==> src/halt_wake_pkg.sv <==
// constants for the halt mode and auto-wake controller
// assumes a 10 MHz ref_clk and an APB register port with 32-bit data
package halt_wake_pkg;
    // printed offsets 0x49 and 0x4A are not multiples of four: they are indices
    localparam logic [7:0]  PRESCALER_IDX     = 8'h49;
    localparam logic [7:0]  CTRL_STATUS_IDX   = 8'h4A;
    localparam logic [7:0]  HALT_CTRL_IDX     = 8'h4C;
    localparam logic [11:0] PRESCALER_ADDR    = {2'b00, PRESCALER_IDX, 2'b00};
    localparam logic [11:0] CTRL_STATUS_ADDR  = {2'b00, CTRL_STATUS_IDX, 2'b00};
    localparam logic [11:0] HALT_CTRL_ADDR    = {2'b00, HALT_CTRL_IDX, 2'b00};
    localparam logic [7:0]  PRESCALER_RESET   = 8'hFF;
    localparam logic [7:0]  CTRL_STATUS_RESET = 8'h00;
    localparam logic [7:0]  PRESCALER_ZERO    = 8'h00;
    // control/status field positions
    localparam int          ENABLE_BIT        = 0;
    localparam int          MEASURE_BIT       = 1;
    localparam int          FLAG_BIT          = 2;
    // halt control field positions
    localparam int          LONG_START_BIT    = 0;
    localparam int          PLL_ON_BIT        = 1;
    localparam int          WDG_HALT_BIT      = 2;
    localparam int          ZERO_IRQ_BIT      = 3;
    // start-up delays in cpu cycles
    localparam int          SHORT_START_CYC   = 256;
    localparam int          LONG_START_CYC    = 4096;
    // pll start-up delay, in ns
    localparam int          PLL_START_NS      = 1000;
    localparam int          CLK_PERIOD_NS     = 100;
    localparam int          PLL_START_CYC     = (PLL_START_NS + CLK_PERIOD_NS - 1) / CLK_PERIOD_NS;
    localparam int          CNT_W             = 13;
    typedef enum logic [4:0] {
        ST_RUN    = 5'b00001,
        ST_ACTIVE = 5'b00010,
        ST_AUTO   = 5'b00100,
        ST_HALT   = 5'b01000,
        ST_START  = 5'b10000
    } halt_state_e;
endpackage : halt_wake_pkg

==> src/wake_period_counter.sv <==
// counts wake rc edges through the prescaler factor
// assumes wake_rc_tick is a synchronised one-cycle pulse
`timescale 1ns/1ps
`default_nettype none
module wake_period_counter
(
    input  wire logic       ref_clk,
    input  wire logic       resetn,
    input  wire logic       clk_en,
    input  wire logic       run,
    input  wire logic       wake_rc_tick,
    input  wire logic [7:0] factor,
    output logic            done
);
    logic [7:0] cnt_r;
    logic [7:0] cnt_nxt;
    logic       done_r;
    logic       done_nxt;

    always_comb
    begin
        cnt_nxt  = cnt_r;
        done_nxt = 1'b0;
        if (!run)
        begin
            cnt_nxt = 8'h00;
        end
        else if (wake_rc_tick)
        begin
            if (cnt_r + 8'h01 >= factor)
            begin
                cnt_nxt  = 8'h00;
                done_nxt = 1'b1;
            end
            else
            begin
                cnt_nxt = cnt_r + 8'h01;
            end
        end
    end

    always_ff @(posedge ref_clk or negedge resetn)
    begin
        if (!resetn)
        begin
            cnt_r  <= 8'h00;
            done_r <= 1'b0;
        end
        else if (clk_en)
        begin
            cnt_r  <= cnt_nxt;
            done_r <= done_nxt;
        end
    end

    assign done = done_r;
endmodule : wake_period_counter
`default_nettype wire

==> src/halt_mode_auto_wakeup_control.sv <==
// halt mode selection, auto-wake timer, start-up delay and registers
// assumes cpu strobes halt_exec for one cycle; wake_rc_clk and irq pins asynchronous
`timescale 1ns/1ps
`default_nettype none
// Behaviour
// - timer enables select timed halt mode
// - reset exit waits 256 or 4096
// - interrupt exit resumes with no delay
// - timed halt entry clears interrupt mask
// - only oscillator and timer clocked
// - timed halt blocks watchdog reset
// - only time base, specific irqs wake
// - enable bit selects auto-wake halt
// - auto-wake halt stops main oscillator
// - auto-wake entry clears interrupt mask
// - reset or halt-capable irq exits
// - option bit decides watchdog reset
// - measure bit routes rc to capture
// - flag set by hardware, read clears
// - enable bit makes timed self-wake
// - prescaler divides by its value
// - zero prescaler handled per option
// - pll gives clock after extra delay
// - oscillator-off exit waits stabilisation delay
module halt_mode_auto_wakeup_control
#(
    parameter int LONG_START = halt_wake_pkg::LONG_START_CYC
)
(
    input  wire logic        ref_clk,
    input  wire logic        resetn,
    input  wire logic        clk_en,
    input  wire logic        psel,
    input  wire logic        penable,
    input  wire logic        pwrite,
    input  wire logic [11:0] paddr,
    input  wire logic [31:0] pwdata,
    output logic [31:0]      prdata,
    output logic             pready,
    output logic             pslverr,
    input  wire logic        halt_exec,
    input  wire logic        wake_reset_req,
    input  wire logic        lite_timer_base_irq_enable,
    input  wire logic        autoreload_overflow_irq_enable,
    input  wire logic [1:0]  autoreload_clock_select,
    input  wire logic        realtime_base_interrupt,
    input  wire logic        halt_capable_irq,
    input  wire logic        watchdog_enabled,
    input  wire logic        watchdog_halt_option,
    input  wire logic        wake_rc_clk,
    output logic             auto_wake_irq,
    output logic             irq_mask_clear,
    output logic             main_osc_on,
    output logic             timer_clk_en,
    output logic             periph_clk_en,
    output logic             cpu_run,
    output logic             fetch_reset_vector,
    output logic             service_irq,
    output logic             watchdog_reset,
    output logic             wake_rc_on,
    output logic             capture_input,
    output logic             pll_clk_valid,
    output logic             auto_wake_halt_mode
);
    localparam int PLL_W = 8;

    halt_wake_pkg::halt_state_e state_r;
    halt_wake_pkg::halt_state_e state_nxt;
    logic [7:0]               prescaler_r;
    logic [7:0]               prescaler_nxt;
    logic [2:0]               csr_r;
    logic [2:0]               csr_nxt;
    logic [3:0]               hctl_r;
    logic [3:0]               hctl_nxt;
    logic [halt_wake_pkg::CNT_W-1:0] start_cnt_r;
    logic [halt_wake_pkg::CNT_W-1:0] start_cnt_nxt;
    logic [PLL_W-1:0]         pll_cnt_r;
    logic [PLL_W-1:0]         pll_cnt_nxt;
    logic                     from_reset_r;
    logic                     from_reset_nxt;
    logic [31:0]              prdata_r;
    logic [31:0]              prdata_nxt;
    logic [2:0]               sync_rc_r;
    logic [1:0]               sync_rst_r;
    logic [1:0]               sync_irq_r;
    logic [1:0]               sync_rtb_r;
    logic                     period_done;
    logic                     zero_irq;
    logic                     rc_tick;
    logic                     timed_ok;
    logic                     wr;
    logic                     rd;
    logic                     rd_setup;
    logic                     wake_irq;
    logic                     rst_req;

    function automatic logic [halt_wake_pkg::CNT_W-1:0] start_len(input logic long_sel);
        start_len = long_sel ? halt_wake_pkg::CNT_W'(LONG_START)
                             : halt_wake_pkg::CNT_W'(halt_wake_pkg::SHORT_START_CYC);
    endfunction : start_len

    // last cycle of the start-up delay
    function automatic logic start_last(input logic [halt_wake_pkg::CNT_W-1:0] cnt);
        start_last = (cnt <= halt_wake_pkg::CNT_W'(1));
    endfunction : start_last

    // pins from outside the clock domain
    always_ff @(posedge ref_clk or negedge resetn)
    begin
        if (!resetn)
        begin
            sync_rc_r  <= 3'b000;
            sync_rst_r <= 2'b00;
            sync_irq_r <= 2'b00;
            sync_rtb_r <= 2'b00;
        end
        else if (clk_en)
        begin
            sync_rc_r  <= {sync_rc_r[1:0], wake_rc_clk};
            sync_rst_r <= {sync_rst_r[0], wake_reset_req};
            sync_irq_r <= {sync_irq_r[0], halt_capable_irq};
            sync_rtb_r <= {sync_rtb_r[0], realtime_base_interrupt};
        end
    end

    assign rc_tick = sync_rc_r[1] & ~sync_rc_r[2];
    assign rst_req = sync_rst_r[1];
    assign wr      = psel & penable & pwrite;
    assign rd      = psel & penable & ~pwrite;
    assign rd_setup = psel & ~penable & ~pwrite;

    assign timed_ok = lite_timer_base_irq_enable
                    | (autoreload_overflow_irq_enable & (autoreload_clock_select == 2'b01));

    assign wake_irq = sync_irq_r[1] | ((state_r == halt_wake_pkg::ST_ACTIVE) & sync_rtb_r[1]);

    assign zero_irq = hctl_r[halt_wake_pkg::ZERO_IRQ_BIT] & (prescaler_r == halt_wake_pkg::PRESCALER_ZERO)
                    & (state_r == halt_wake_pkg::ST_AUTO);

    wake_period_counter u_period
    (
        .ref_clk      (ref_clk),
        .resetn       (resetn),
        .clk_en       (clk_en),
        .run          (state_r == halt_wake_pkg::ST_AUTO),
        .wake_rc_tick (rc_tick),
        .factor       (prescaler_r),
        .done         (period_done)
    );

    always_comb
    begin
        state_nxt      = state_r;
        start_cnt_nxt  = start_cnt_r;
        from_reset_nxt = from_reset_r;
        pll_cnt_nxt    = pll_cnt_r;
        unique case (state_r)
            halt_wake_pkg::ST_RUN:
            begin
                if (halt_exec)
                begin
                    if (csr_r[halt_wake_pkg::ENABLE_BIT])
                        state_nxt = halt_wake_pkg::ST_AUTO;
                    else if (timed_ok)
                        state_nxt = halt_wake_pkg::ST_ACTIVE;
                    else
                        state_nxt = halt_wake_pkg::ST_HALT;
                end
                if (pll_cnt_r != '0)
                    pll_cnt_nxt = pll_cnt_r - PLL_W'(1);
            end
            halt_wake_pkg::ST_ACTIVE:
            begin
                if (rst_req)
                begin
                    state_nxt      = halt_wake_pkg::ST_START;
                    start_cnt_nxt  = start_len(hctl_r[halt_wake_pkg::LONG_START_BIT]);
                    from_reset_nxt = 1'b1;
                end
                else if (wake_irq)
                    state_nxt = halt_wake_pkg::ST_RUN;
            end
            halt_wake_pkg::ST_AUTO, halt_wake_pkg::ST_HALT:
            begin
                if (rst_req | wake_irq | period_done | zero_irq)
                begin
                    state_nxt      = halt_wake_pkg::ST_START;
                    start_cnt_nxt  = start_len(hctl_r[halt_wake_pkg::LONG_START_BIT]);
                    from_reset_nxt = rst_req;
                end
            end
            halt_wake_pkg::ST_START:
            begin
                if (!start_last(start_cnt_r))
                    start_cnt_nxt = start_cnt_r - halt_wake_pkg::CNT_W'(1);
                else
                begin
                    state_nxt = halt_wake_pkg::ST_RUN;
                    if (hctl_r[halt_wake_pkg::PLL_ON_BIT])
                        pll_cnt_nxt = PLL_W'(halt_wake_pkg::PLL_START_CYC);
                end
            end
            default:
                state_nxt = halt_wake_pkg::ST_RUN;
        endcase
    end

    always_comb
    begin
        prescaler_nxt = prescaler_r;
        csr_nxt       = csr_r;
        hctl_nxt      = hctl_r;
        prdata_nxt    = prdata_r;
        if (wr)
        begin
            if (paddr == halt_wake_pkg::PRESCALER_ADDR)
                prescaler_nxt = pwdata[7:0];
            if (paddr == halt_wake_pkg::CTRL_STATUS_ADDR)
            begin
                csr_nxt[halt_wake_pkg::ENABLE_BIT]  = pwdata[halt_wake_pkg::ENABLE_BIT];
                csr_nxt[halt_wake_pkg::MEASURE_BIT] = pwdata[halt_wake_pkg::MEASURE_BIT];
            end
            if (paddr == halt_wake_pkg::HALT_CTRL_ADDR)
                hctl_nxt = pwdata[3:0];
        end
        // read data loaded at setup so it stands through the access phase
        if (rd_setup)
        begin
            unique case (paddr)
                halt_wake_pkg::PRESCALER_ADDR:   prdata_nxt = {24'h000000, prescaler_r};
                halt_wake_pkg::CTRL_STATUS_ADDR: prdata_nxt = {29'h00000000, csr_r};
                halt_wake_pkg::HALT_CTRL_ADDR:   prdata_nxt = {28'h0000000, hctl_r};
                default:                         prdata_nxt = 32'h00000000;
            endcase
        end
        if (rd)
        begin
            if (paddr == halt_wake_pkg::CTRL_STATUS_ADDR)
                csr_nxt[halt_wake_pkg::FLAG_BIT] = 1'b0;
        end
        if (period_done | zero_irq)
            csr_nxt[halt_wake_pkg::FLAG_BIT] = 1'b1;
    end

    always_ff @(posedge ref_clk or negedge resetn)
    begin
        if (!resetn)
        begin
            state_r      <= halt_wake_pkg::ST_RUN;
            start_cnt_r  <= '0;
            from_reset_r <= 1'b0;
            pll_cnt_r    <= '0;
            prescaler_r  <= halt_wake_pkg::PRESCALER_RESET;
            csr_r        <= halt_wake_pkg::CTRL_STATUS_RESET[2:0];
            hctl_r       <= 4'h0;
            prdata_r     <= 32'h00000000;
        end
        else if (clk_en)
        begin
            state_r      <= state_nxt;
            start_cnt_r  <= start_cnt_nxt;
            from_reset_r <= from_reset_nxt;
            pll_cnt_r    <= pll_cnt_nxt;
            prescaler_r  <= prescaler_nxt;
            csr_r        <= csr_nxt;
            hctl_r       <= hctl_nxt;
            prdata_r     <= prdata_nxt;
        end
    end

    assign prdata  = prdata_r;
    assign pready  = 1'b1;
    assign pslverr = 1'b0;

    assign irq_mask_clear = (state_r == halt_wake_pkg::ST_RUN) & halt_exec;
    always_comb
    begin
        main_osc_on   = 1'b1;
        timer_clk_en  = 1'b0;
        periph_clk_en = 1'b0;
        cpu_run       = 1'b0;
        unique case (state_r)
            halt_wake_pkg::ST_RUN:
            begin
                timer_clk_en  = 1'b1;
                periph_clk_en = 1'b1;
                cpu_run       = 1'b1;
            end
            halt_wake_pkg::ST_ACTIVE:
            begin
                timer_clk_en  = 1'b1;
            end
            halt_wake_pkg::ST_AUTO, halt_wake_pkg::ST_HALT:
            begin
                main_osc_on   = 1'b0;
            end
            halt_wake_pkg::ST_START:
            begin
                main_osc_on   = 1'b1;
            end
            default:
            begin
                main_osc_on   = 1'b1;
            end
        endcase
    end
    assign fetch_reset_vector = (state_r == halt_wake_pkg::ST_START) & start_last(start_cnt_r) & from_reset_r;
    assign service_irq    = ((state_r == halt_wake_pkg::ST_ACTIVE) & ~rst_req & wake_irq)
                          | ((state_r == halt_wake_pkg::ST_START) & start_last(start_cnt_r) & ~from_reset_r);
    always_comb
    begin
        watchdog_reset = 1'b0;
        if ((state_r == halt_wake_pkg::ST_RUN) & halt_exec & watchdog_enabled)
        begin
            if (csr_r[halt_wake_pkg::ENABLE_BIT])
                watchdog_reset = ~watchdog_halt_option;
            else if (timed_ok)
                watchdog_reset = 1'b0;
            else
                watchdog_reset = ~watchdog_halt_option;
        end
    end
    assign wake_rc_on     = (state_r == halt_wake_pkg::ST_AUTO)
                          | (csr_r[halt_wake_pkg::MEASURE_BIT] & (state_r == halt_wake_pkg::ST_RUN));
    assign capture_input  = csr_r[halt_wake_pkg::MEASURE_BIT] & (state_r == halt_wake_pkg::ST_RUN) & sync_rc_r[1];
    assign pll_clk_valid  = (state_r == halt_wake_pkg::ST_RUN) & (pll_cnt_r == '0);
    assign auto_wake_irq  = csr_r[halt_wake_pkg::FLAG_BIT];
    assign auto_wake_halt_mode = (state_r == halt_wake_pkg::ST_AUTO);
endmodule : halt_mode_auto_wakeup_control
`default_nettype wire

==> config.mk <==
export PLATFORM = sky130hd
export DESIGN_NAME = halt_mode_auto_wakeup_control
export DESIGN_NICKNAME = d
export VERILOG_FILES = /design/src/halt_wake_pkg.sv /design/src/wake_period_counter.sv /design/src/halt_mode_auto_wakeup_control.sv
export SDC_FILE = /design/constraint.sdc
export NUM_CORES = 1
export LEC_CHECK = 0
export BUFFER_PORTS_ARGS = -buffer_cell sky130_fd_sc_hd__buf_4
export CAP_MARGIN = 20
export CELL_PAD_IN_SITES_DETAIL_PLACEMENT = 0
export CELL_PAD_IN_SITES_GLOBAL_PLACEMENT = 1
export CORE_UTILIZATION = 45
export CTS_BUF_LIST = sky130_fd_sc_hd__clkbuf_4
export CTS_CLUSTER_SIZE = 8
export DETAILED_ROUTE_END_ITERATION = 7
export GPL_TIMING_DRIVEN = 0
export PLACE_DENSITY = 0.95
export SYNTH_ARGS = -nofsm -noshare
export SYNTH_HDL_FRONTEND = slang
export SYNTH_SLANG_ARGS = --single-unit
==> constraint.sdc <==
create_clock -name ref_clk -period 6.6 [get_ports ref_clk]
set_clock_uncertainty 0.1 [all_clocks]
set_input_delay 0.33 -clock ref_clk [delete_from_list [all_inputs] [get_ports ref_clk]]
set_output_delay 0.33 -clock ref_clk [all_outputs]
set_load 0.02 [all_outputs]
Word-level counts from Yosys, hierarchy flattened --
Index checks and enable logic that the tools add are counted.
Storage, ports and cells: register bits 92, bits of input ports 61
Operators by class: $add $sub $neg 3, $lt $le $gt $ge 2, equal/unequal tests 18, multiplexer cells 36, bitwise gates (word level) 34, reductions and logical operators 20
Operators by type and width (number):
- $mux W13 | 4
- $mux W8 | 6
- $pmux W13 S3 | 1
- $eq A12 B9 Y1 const B | 3
- $mux W5 | 5
- $pmux W8 S3 | 1
- $and A1 B1 Y1 | 20
- $pmux W5 S4 | 1
- $logic_not A8 Y1 | 2
- $pmux W8 S2 | 1
- $reduce_and A5 Y1 | 3
- $mux W1 | 14
- $ne A2 B2 Y1 const B | 7
- $le A13 B1 Y1 const B | 1
- $sub A13 B1 Y13 const B | 1
- $reduce_and A3 Y1 | 4
- $add A8 B1 Y8 const B | 1
- $ge A8 B8 Y1 | 1
- $mux W4 | 2
- $or A1 B1 Y1 | 8
- $reduce_bool A2 Y1 | 4
- $reduce_bool A8 Y1 | 1
- $sub A8 B1 Y8 const B | 1
- $not A1 Y1 | 6
- 13 further kinds | 15

Depth between registers and ports, before layout --
word-level depth 8, gate-level depth with buffers 10, mapped depth without buffers 10

Cells and area by module --
From an unflattened synthesis, not the netlist that was laid out.
Unflattened totals: cells, all modules 408, area, all modules 4070.2 sq um
By module, submodules not included:
- halt_mode_auto_wakeup_control | times used 1, cells an instance 341, area each 3410.8 sq um, sequential area each 1487.7 sq um
- wake_period_counter | times used 1, cells an instance 67, area each 659.4 sq um, sequential area each 225.2 sq um

Worst setup path before layout --
Ideal clock, no wire load.
path type register -> output, start point register state_r[0], end point output watchdog_reset, data arrival time 2.457 ns, setup slack 3.713 ns, stages on the path, launching flop included 8, path buffers 2, cell sequence dfstp_2 > buf_2 > nand2b_1 > or4_1 > buf_2 > inv_2 > and2_1 > nor4bb_1
Between the ends: cells in the longest elaborated chain, start to end 4
Ends and longest elaborated chain:
- from (decl) | RTL line halt_mode_auto_wakeup_control.sv:67 | halt_wake_pkg::halt_state_e state_r;
- from (signal assigned) | RTL line halt_mode_auto_wakeup_control.sv:249 | state_r <= halt_wake_pkg::ST_RUN;
- from (signal assigned) | RTL line halt_mode_auto_wakeup_control.sv:260 | state_r <= state_nxt;
- $eq A5 B1 Y1
- $and A1 B1 Y1
- named net irq_mask_clear | RTL line halt_mode_auto_wakeup_control.sv:52 | output logic irq_mask_clear,
- $and A1 B1 Y1 | RTL line halt_mode_auto_wakeup_control.sv:313 | if ((state_r == halt_wake_pkg::ST_RUN) & halt_exec & watchdog_enabled)
- $mux W1 | RTL line halt_mode_auto_wakeup_control.sv:313
- to (decl) | RTL line halt_mode_auto_wakeup_control.sv:59 | output logic watchdog_reset,
The timed path passes the listed nets, and every way through them passes these cells.

Worst setup path in the final report --
start point register u_period.cnt_r[0], end point register u_period.done_r, in the netlist u_period.done
Between the ends: cells in the longest elaborated chain, start to end 5
Ends and longest elaborated chain:
- from (decl) | RTL line wake_period_counter.sv:15 | logic [7:0] cnt_r;
- from (signal assigned) | RTL line wake_period_counter.sv:51 | cnt_r <= cnt_nxt;
- $add A8 B1 Y8 | RTL line wake_period_counter.sv:30 | if (cnt_r + 8'h01 >= factor)
- $ge A8 B8 Y1 | RTL line wake_period_counter.sv:30
- $mux W1 | RTL line wake_period_counter.sv:30
- $mux W1 | RTL line wake_period_counter.sv:28 | else if (wake_rc_tick)
- $mux W1 | RTL line wake_period_counter.sv:24 | if (!run)
- to (signal assigned) | RTL line wake_period_counter.sv:52 | done_r <= done_nxt;
- to (decl) | RTL line wake_period_counter.sv:17 | logic done_r;
No other way between the ends. A chain may end at the register's enable or synchronous reset.

==> reports/results.tsv <==
stage	metric	value	unit
power_and_ir_drop	powerDensity	285	nW/µm²
sta	fin_ws	3.29	ns
route	drc_errors	0	
clock_network	cts-root-buf	clkbuf_4	
sta	hold_ws	0.0356	ns
sta	rsz0062_at_grt	false	
clock_network	postCtsSetupBuffers	0	
clock_network	htree_levels	3	
global_route	grt_pass1_vias	3408	
logic_synthesis	avgSynthCellArea	9.46	µm²
power_and_ir_drop	comb_power_share	42.1	%
worst_setup_path	cpPeakStageDelay	0.59	ns
global_route	grt_first_pass_wirelength	16400	µm
worst_setup_path	cp-end-kind	register	
sta	period_minus_slack	3.31	ns
worst_setup_path	r2r_setup_slack	3.29	ns
floorplanning	rows	34	
finish	antenna_cells	0	
logic_synthesis	synth-simple-area-share	23.3	%
clock_network	cts_buffers	9	
worst_setup_path	r2r_end	u_period.done	
power_and_ir_drop	p_leak	2.49	nW
logic_synthesis	ys_ff_latch	68	
global_route	antenna_found_initial	0	
min_path	min_path_type	in -> reg	
finish	stdcell_area	5050	µm²
clock_network	clock_path_buffers	2	
logic_synthesis	netlist_instances	446	
sta	hold_violations	0	
placement	dpl.hpwl	7320	µm
clock_network	clock-sinks	68	
route	ant_nets	0	
route	num_vias	3593	
worst_setup_path	critical_path_required	6.82	ns
worst_setup_path	cp-start-kind	register	
worst_setup_path	slowest_stage	a21oi_1	
global_route	grt.busiest_layer	met2	
sta	maxSlewHeadroom	42.2	%
logic_synthesis	synth_edf_count	0	
global_route	grt_overflow_total	0	
floorplanning	dieWidth	98.8	µm
floorplanning	ios	108	
logic_synthesis	synthMuxAreaShare	6.82	%
floorplanning	dieArea	9770	µm²
power_and_ir_drop	switching_share	39.9	%
power_and_ir_drop	p_int	0.000866	W
clock_network	clk_pin_slew	0.12	ns
logic_synthesis	synthXorXnorAreaFrac	1.45	%
min_path	holdPathStages	3	
route	avgViaCountPerCell	5.49	
power_and_ir_drop	power.share.clock	19.1	%
worst_setup_path	path_cells	and3_1, nand3_1, and2_1, or2_2, ha_1, and3_1, a221o_1, a21oi_1, a21oi_1, a21o_1	
floorplanning	start_util	47.5	%
floorplanning	die_h	98.8	µm
global_route	grt_util_met2	35.0	%
logic_synthesis	synth-async-reset-ratio	100	%
logic_synthesis	synth_area	4220	µm²
placement	post-place-ws	3.32	ns
logic_synthesis	synth_top_family_by_area	simple AND/OR/NAND/NOR gates	
route	drt_iter0_drc	212	
global_route	grt_max_degree	69	
sta	tns	0	ns
min_path	min_to	prescaler_r[5]	
run	cap_violations	0	
power_and_ir_drop	total_power	0.00144	W
sta	worst_slew_pin_slew	0.868	ns
route	dr.pass1.iters	4	
clock_network	clock_latency	0.42	ns
worst_setup_path	critical_path_class	reg -> reg	
sta	max_freq	302	MHz
route	routed_wl	9790	µm
outcome	status	complete, no violations	
power_and_ir_drop	net-switching-power	0.000574	W
logic_synthesis	synthAdderAreaFrac	3.86	%
sta	period_share	50.2	%
logic_synthesis	synth-main-ff-cell	dfrtp_1	
worst_setup_path	reg2reg_depth	10	
global_route	use_met1	27.8	%
worst_setup_path	reg2reg_from	u_period.cnt_r[0]	
placement	io_buffers	57	
power_and_ir_drop	ir_drop	0.154	mV
placement	gp_congestion	0.846	
sta	final_max_slew_viol_count	0	
worst_setup_path	cp.arrival	3.53	ns
global_route	track_usage	21.2	%
power_and_ir_drop	pwr-share-seq	38.8	%
finish	syn2layout_area_growth	19.7	%
logic_synthesis	synth-seq-area-share	40.6	%
finish	finalNetCount	616	
floorplanning	coreArea	8890	µm²
global_route	gr-usage-met3	4.68	%
logic_synthesis	synth-compound-area-share	15.4	%
sta	setup_viol	0	
route	avgRoutedWirePerCell	15.0	µm
worst_setup_path	path_max_fanout	9	
clock_network	cts_tree	yes	
finish	drive_gt1_share	27.8	%
logic_synthesis	synth_warnings	0	
logic_synthesis	yosysUniqueCellTypes	69	
min_path	hold_start	pwdata[5]	
placement	placed_area	4870	µm²
==> cells by family after synthesis <==
logic type      Yosys count
simple gates            174
compound gates           93
flops                    68
buf+inv                  64
mux                      25
fa+ha+maj                13
xor+xnor                  7
other cells               2
==> cell type report <==
class,count,area [µm²]
inverters,20,75.1
clock buffers,11,82.6
plain buffers,44,278
multi-input cells,338,2240
repair buffers,61,468
fillers,801,3840
flip-flops and latches,68,1710
well taps,108,135
clock inverters,5,53.8
==> worst max-delay path by stage <==
stage | endpoint | from
3_3_place_gp | u_period.done | u_period.cnt_r[0]
4_1_cts | u_period.done | u_period.cnt_r[0]
3_5_place_dp | u_period.done | u_period.cnt_r[0]
6_report | u_period.done | u_period.cnt_r[0]
2_1_floorplan | watchdog_reset | state_r[0]
5_1_grt | u_period.done | u_period.cnt_r[0]
==> synthesized netlist by cell type (all sizes together), types with 5 or more instances <==
cell type	count	area, µm²
dfrtp	59	1480
nand2	53	199
buf	36	248
o21ai	31	155
inv	20	75.1
mux2	18	218
nor2	18	67.6
nand3	14	70.1
ha	13	163
nor3	11	60.1
nor4	11	96.3
dfstp	9	236
or4	9	67.6
a21oi	8	40.0
clkbuf	8	30.0
nand2b	8	50.1
nand4	8	50.1
nor2b	8	50.1
and2	7	43.8
mux2i	7	70.1
o211ai	7	52.6
a21o	6	45.0
a32o	6	60.1
and3	5	31.3
o31ai	5	37.5
or2	5	31.3
==> through the flow <==
stage	util [%]	cells
finish	56.8	655
global route	56.8	655
CTS	56.6	653
detailed placement	54.8	635
global placement	54.8	635
floorplan	-	470
==> metal layers <==
layer	vias up	wire length (µm)
met1	1730	4410
li1	1767	-
met4	0	69
met5	-	0
met2	90	4890
met3	6	426
==> what timing repair did <==
item / 4_1_cts / 5_1_grt
hold buffers: 2 / 2
hold endpoints to repair: 60 / 2
resized for setup: 0 / 0
==> cell usage in the layout, fill, tap and decap left out, types with 7 or more instances in the layout <==
| master | Yosys | layout |
|---|---|---|
| buf_4 | 27 | 84 |
| dfrtp_1 | 59 | 59 |
| nand2_1 | 53 | 53 |
| o21ai_0 | 29 | 29 |
| conb_1 | 2 | 26 |
| inv_1 | 19 | 19 |
| nor2_1 | 18 | 18 |
| nand3_1 | 14 | 14 |
| mux2_2 | 14 | 14 |
| ha_1 | 13 | 13 |
| clkbuf_4 | 0 | 11 |
| nor3_1 | 10 | 10 |
| buf_2 | 9 | 9 |
| or4_1 | 9 | 9 |
| dfstp_2 | 9 | 9 |
| clkbuf_1 | 8 | 8 |
| nand2b_1 | 8 | 8 |
| nor2b_1 | 8 | 8 |
| nor4_1 | 8 | 8 |
| nand4_1 | 8 | 8 |
| a21oi_1 | 8 | 8 |
| and2_1 | 7 | 7 |
| mux2i_1 | 7 | 7 |
| o211ai_1 | 7 | 7 |
==> power groups by stage <==
stage / Sequential (W) / Combinational (W) / Clock, W
5_1_grt: 0.000568 / 0.000672 / 0.000302
3_5_place_dp: 0.000567 / 0.000604 / 0
6_report: 0.000559 / 0.000607 / 0.000275
3_3_place_gp: 0.000562 / 0.000588 / 0
4_1_cts: 0.000558 / 0.000607 / 0.000283
2_1_floorplan: 0.000548 / 0.000441 / 0
==> sequential cells by signal, indices dropped and copies added (netlist names), 3 cells and up <==
register,count
start_cnt_r,13
pll_cnt_r,8
prdata,8
prescaler_r,8
u_period.cnt_r,8
state_r,5
hctl_r,4
csr_r,3
sync_rc_r,3
==> worst max-delay path, delay by kind of cell (launching register included) <==
kind | cells | cell delay, ns
DFF | 1 | 0.45
and+or+nand+nor | 5 | 1.02
AOI/OAI and AO/OA | 4 | 1.34
adders and majority gates | 1 | 0.29
(Power assumes the default switching activity.)
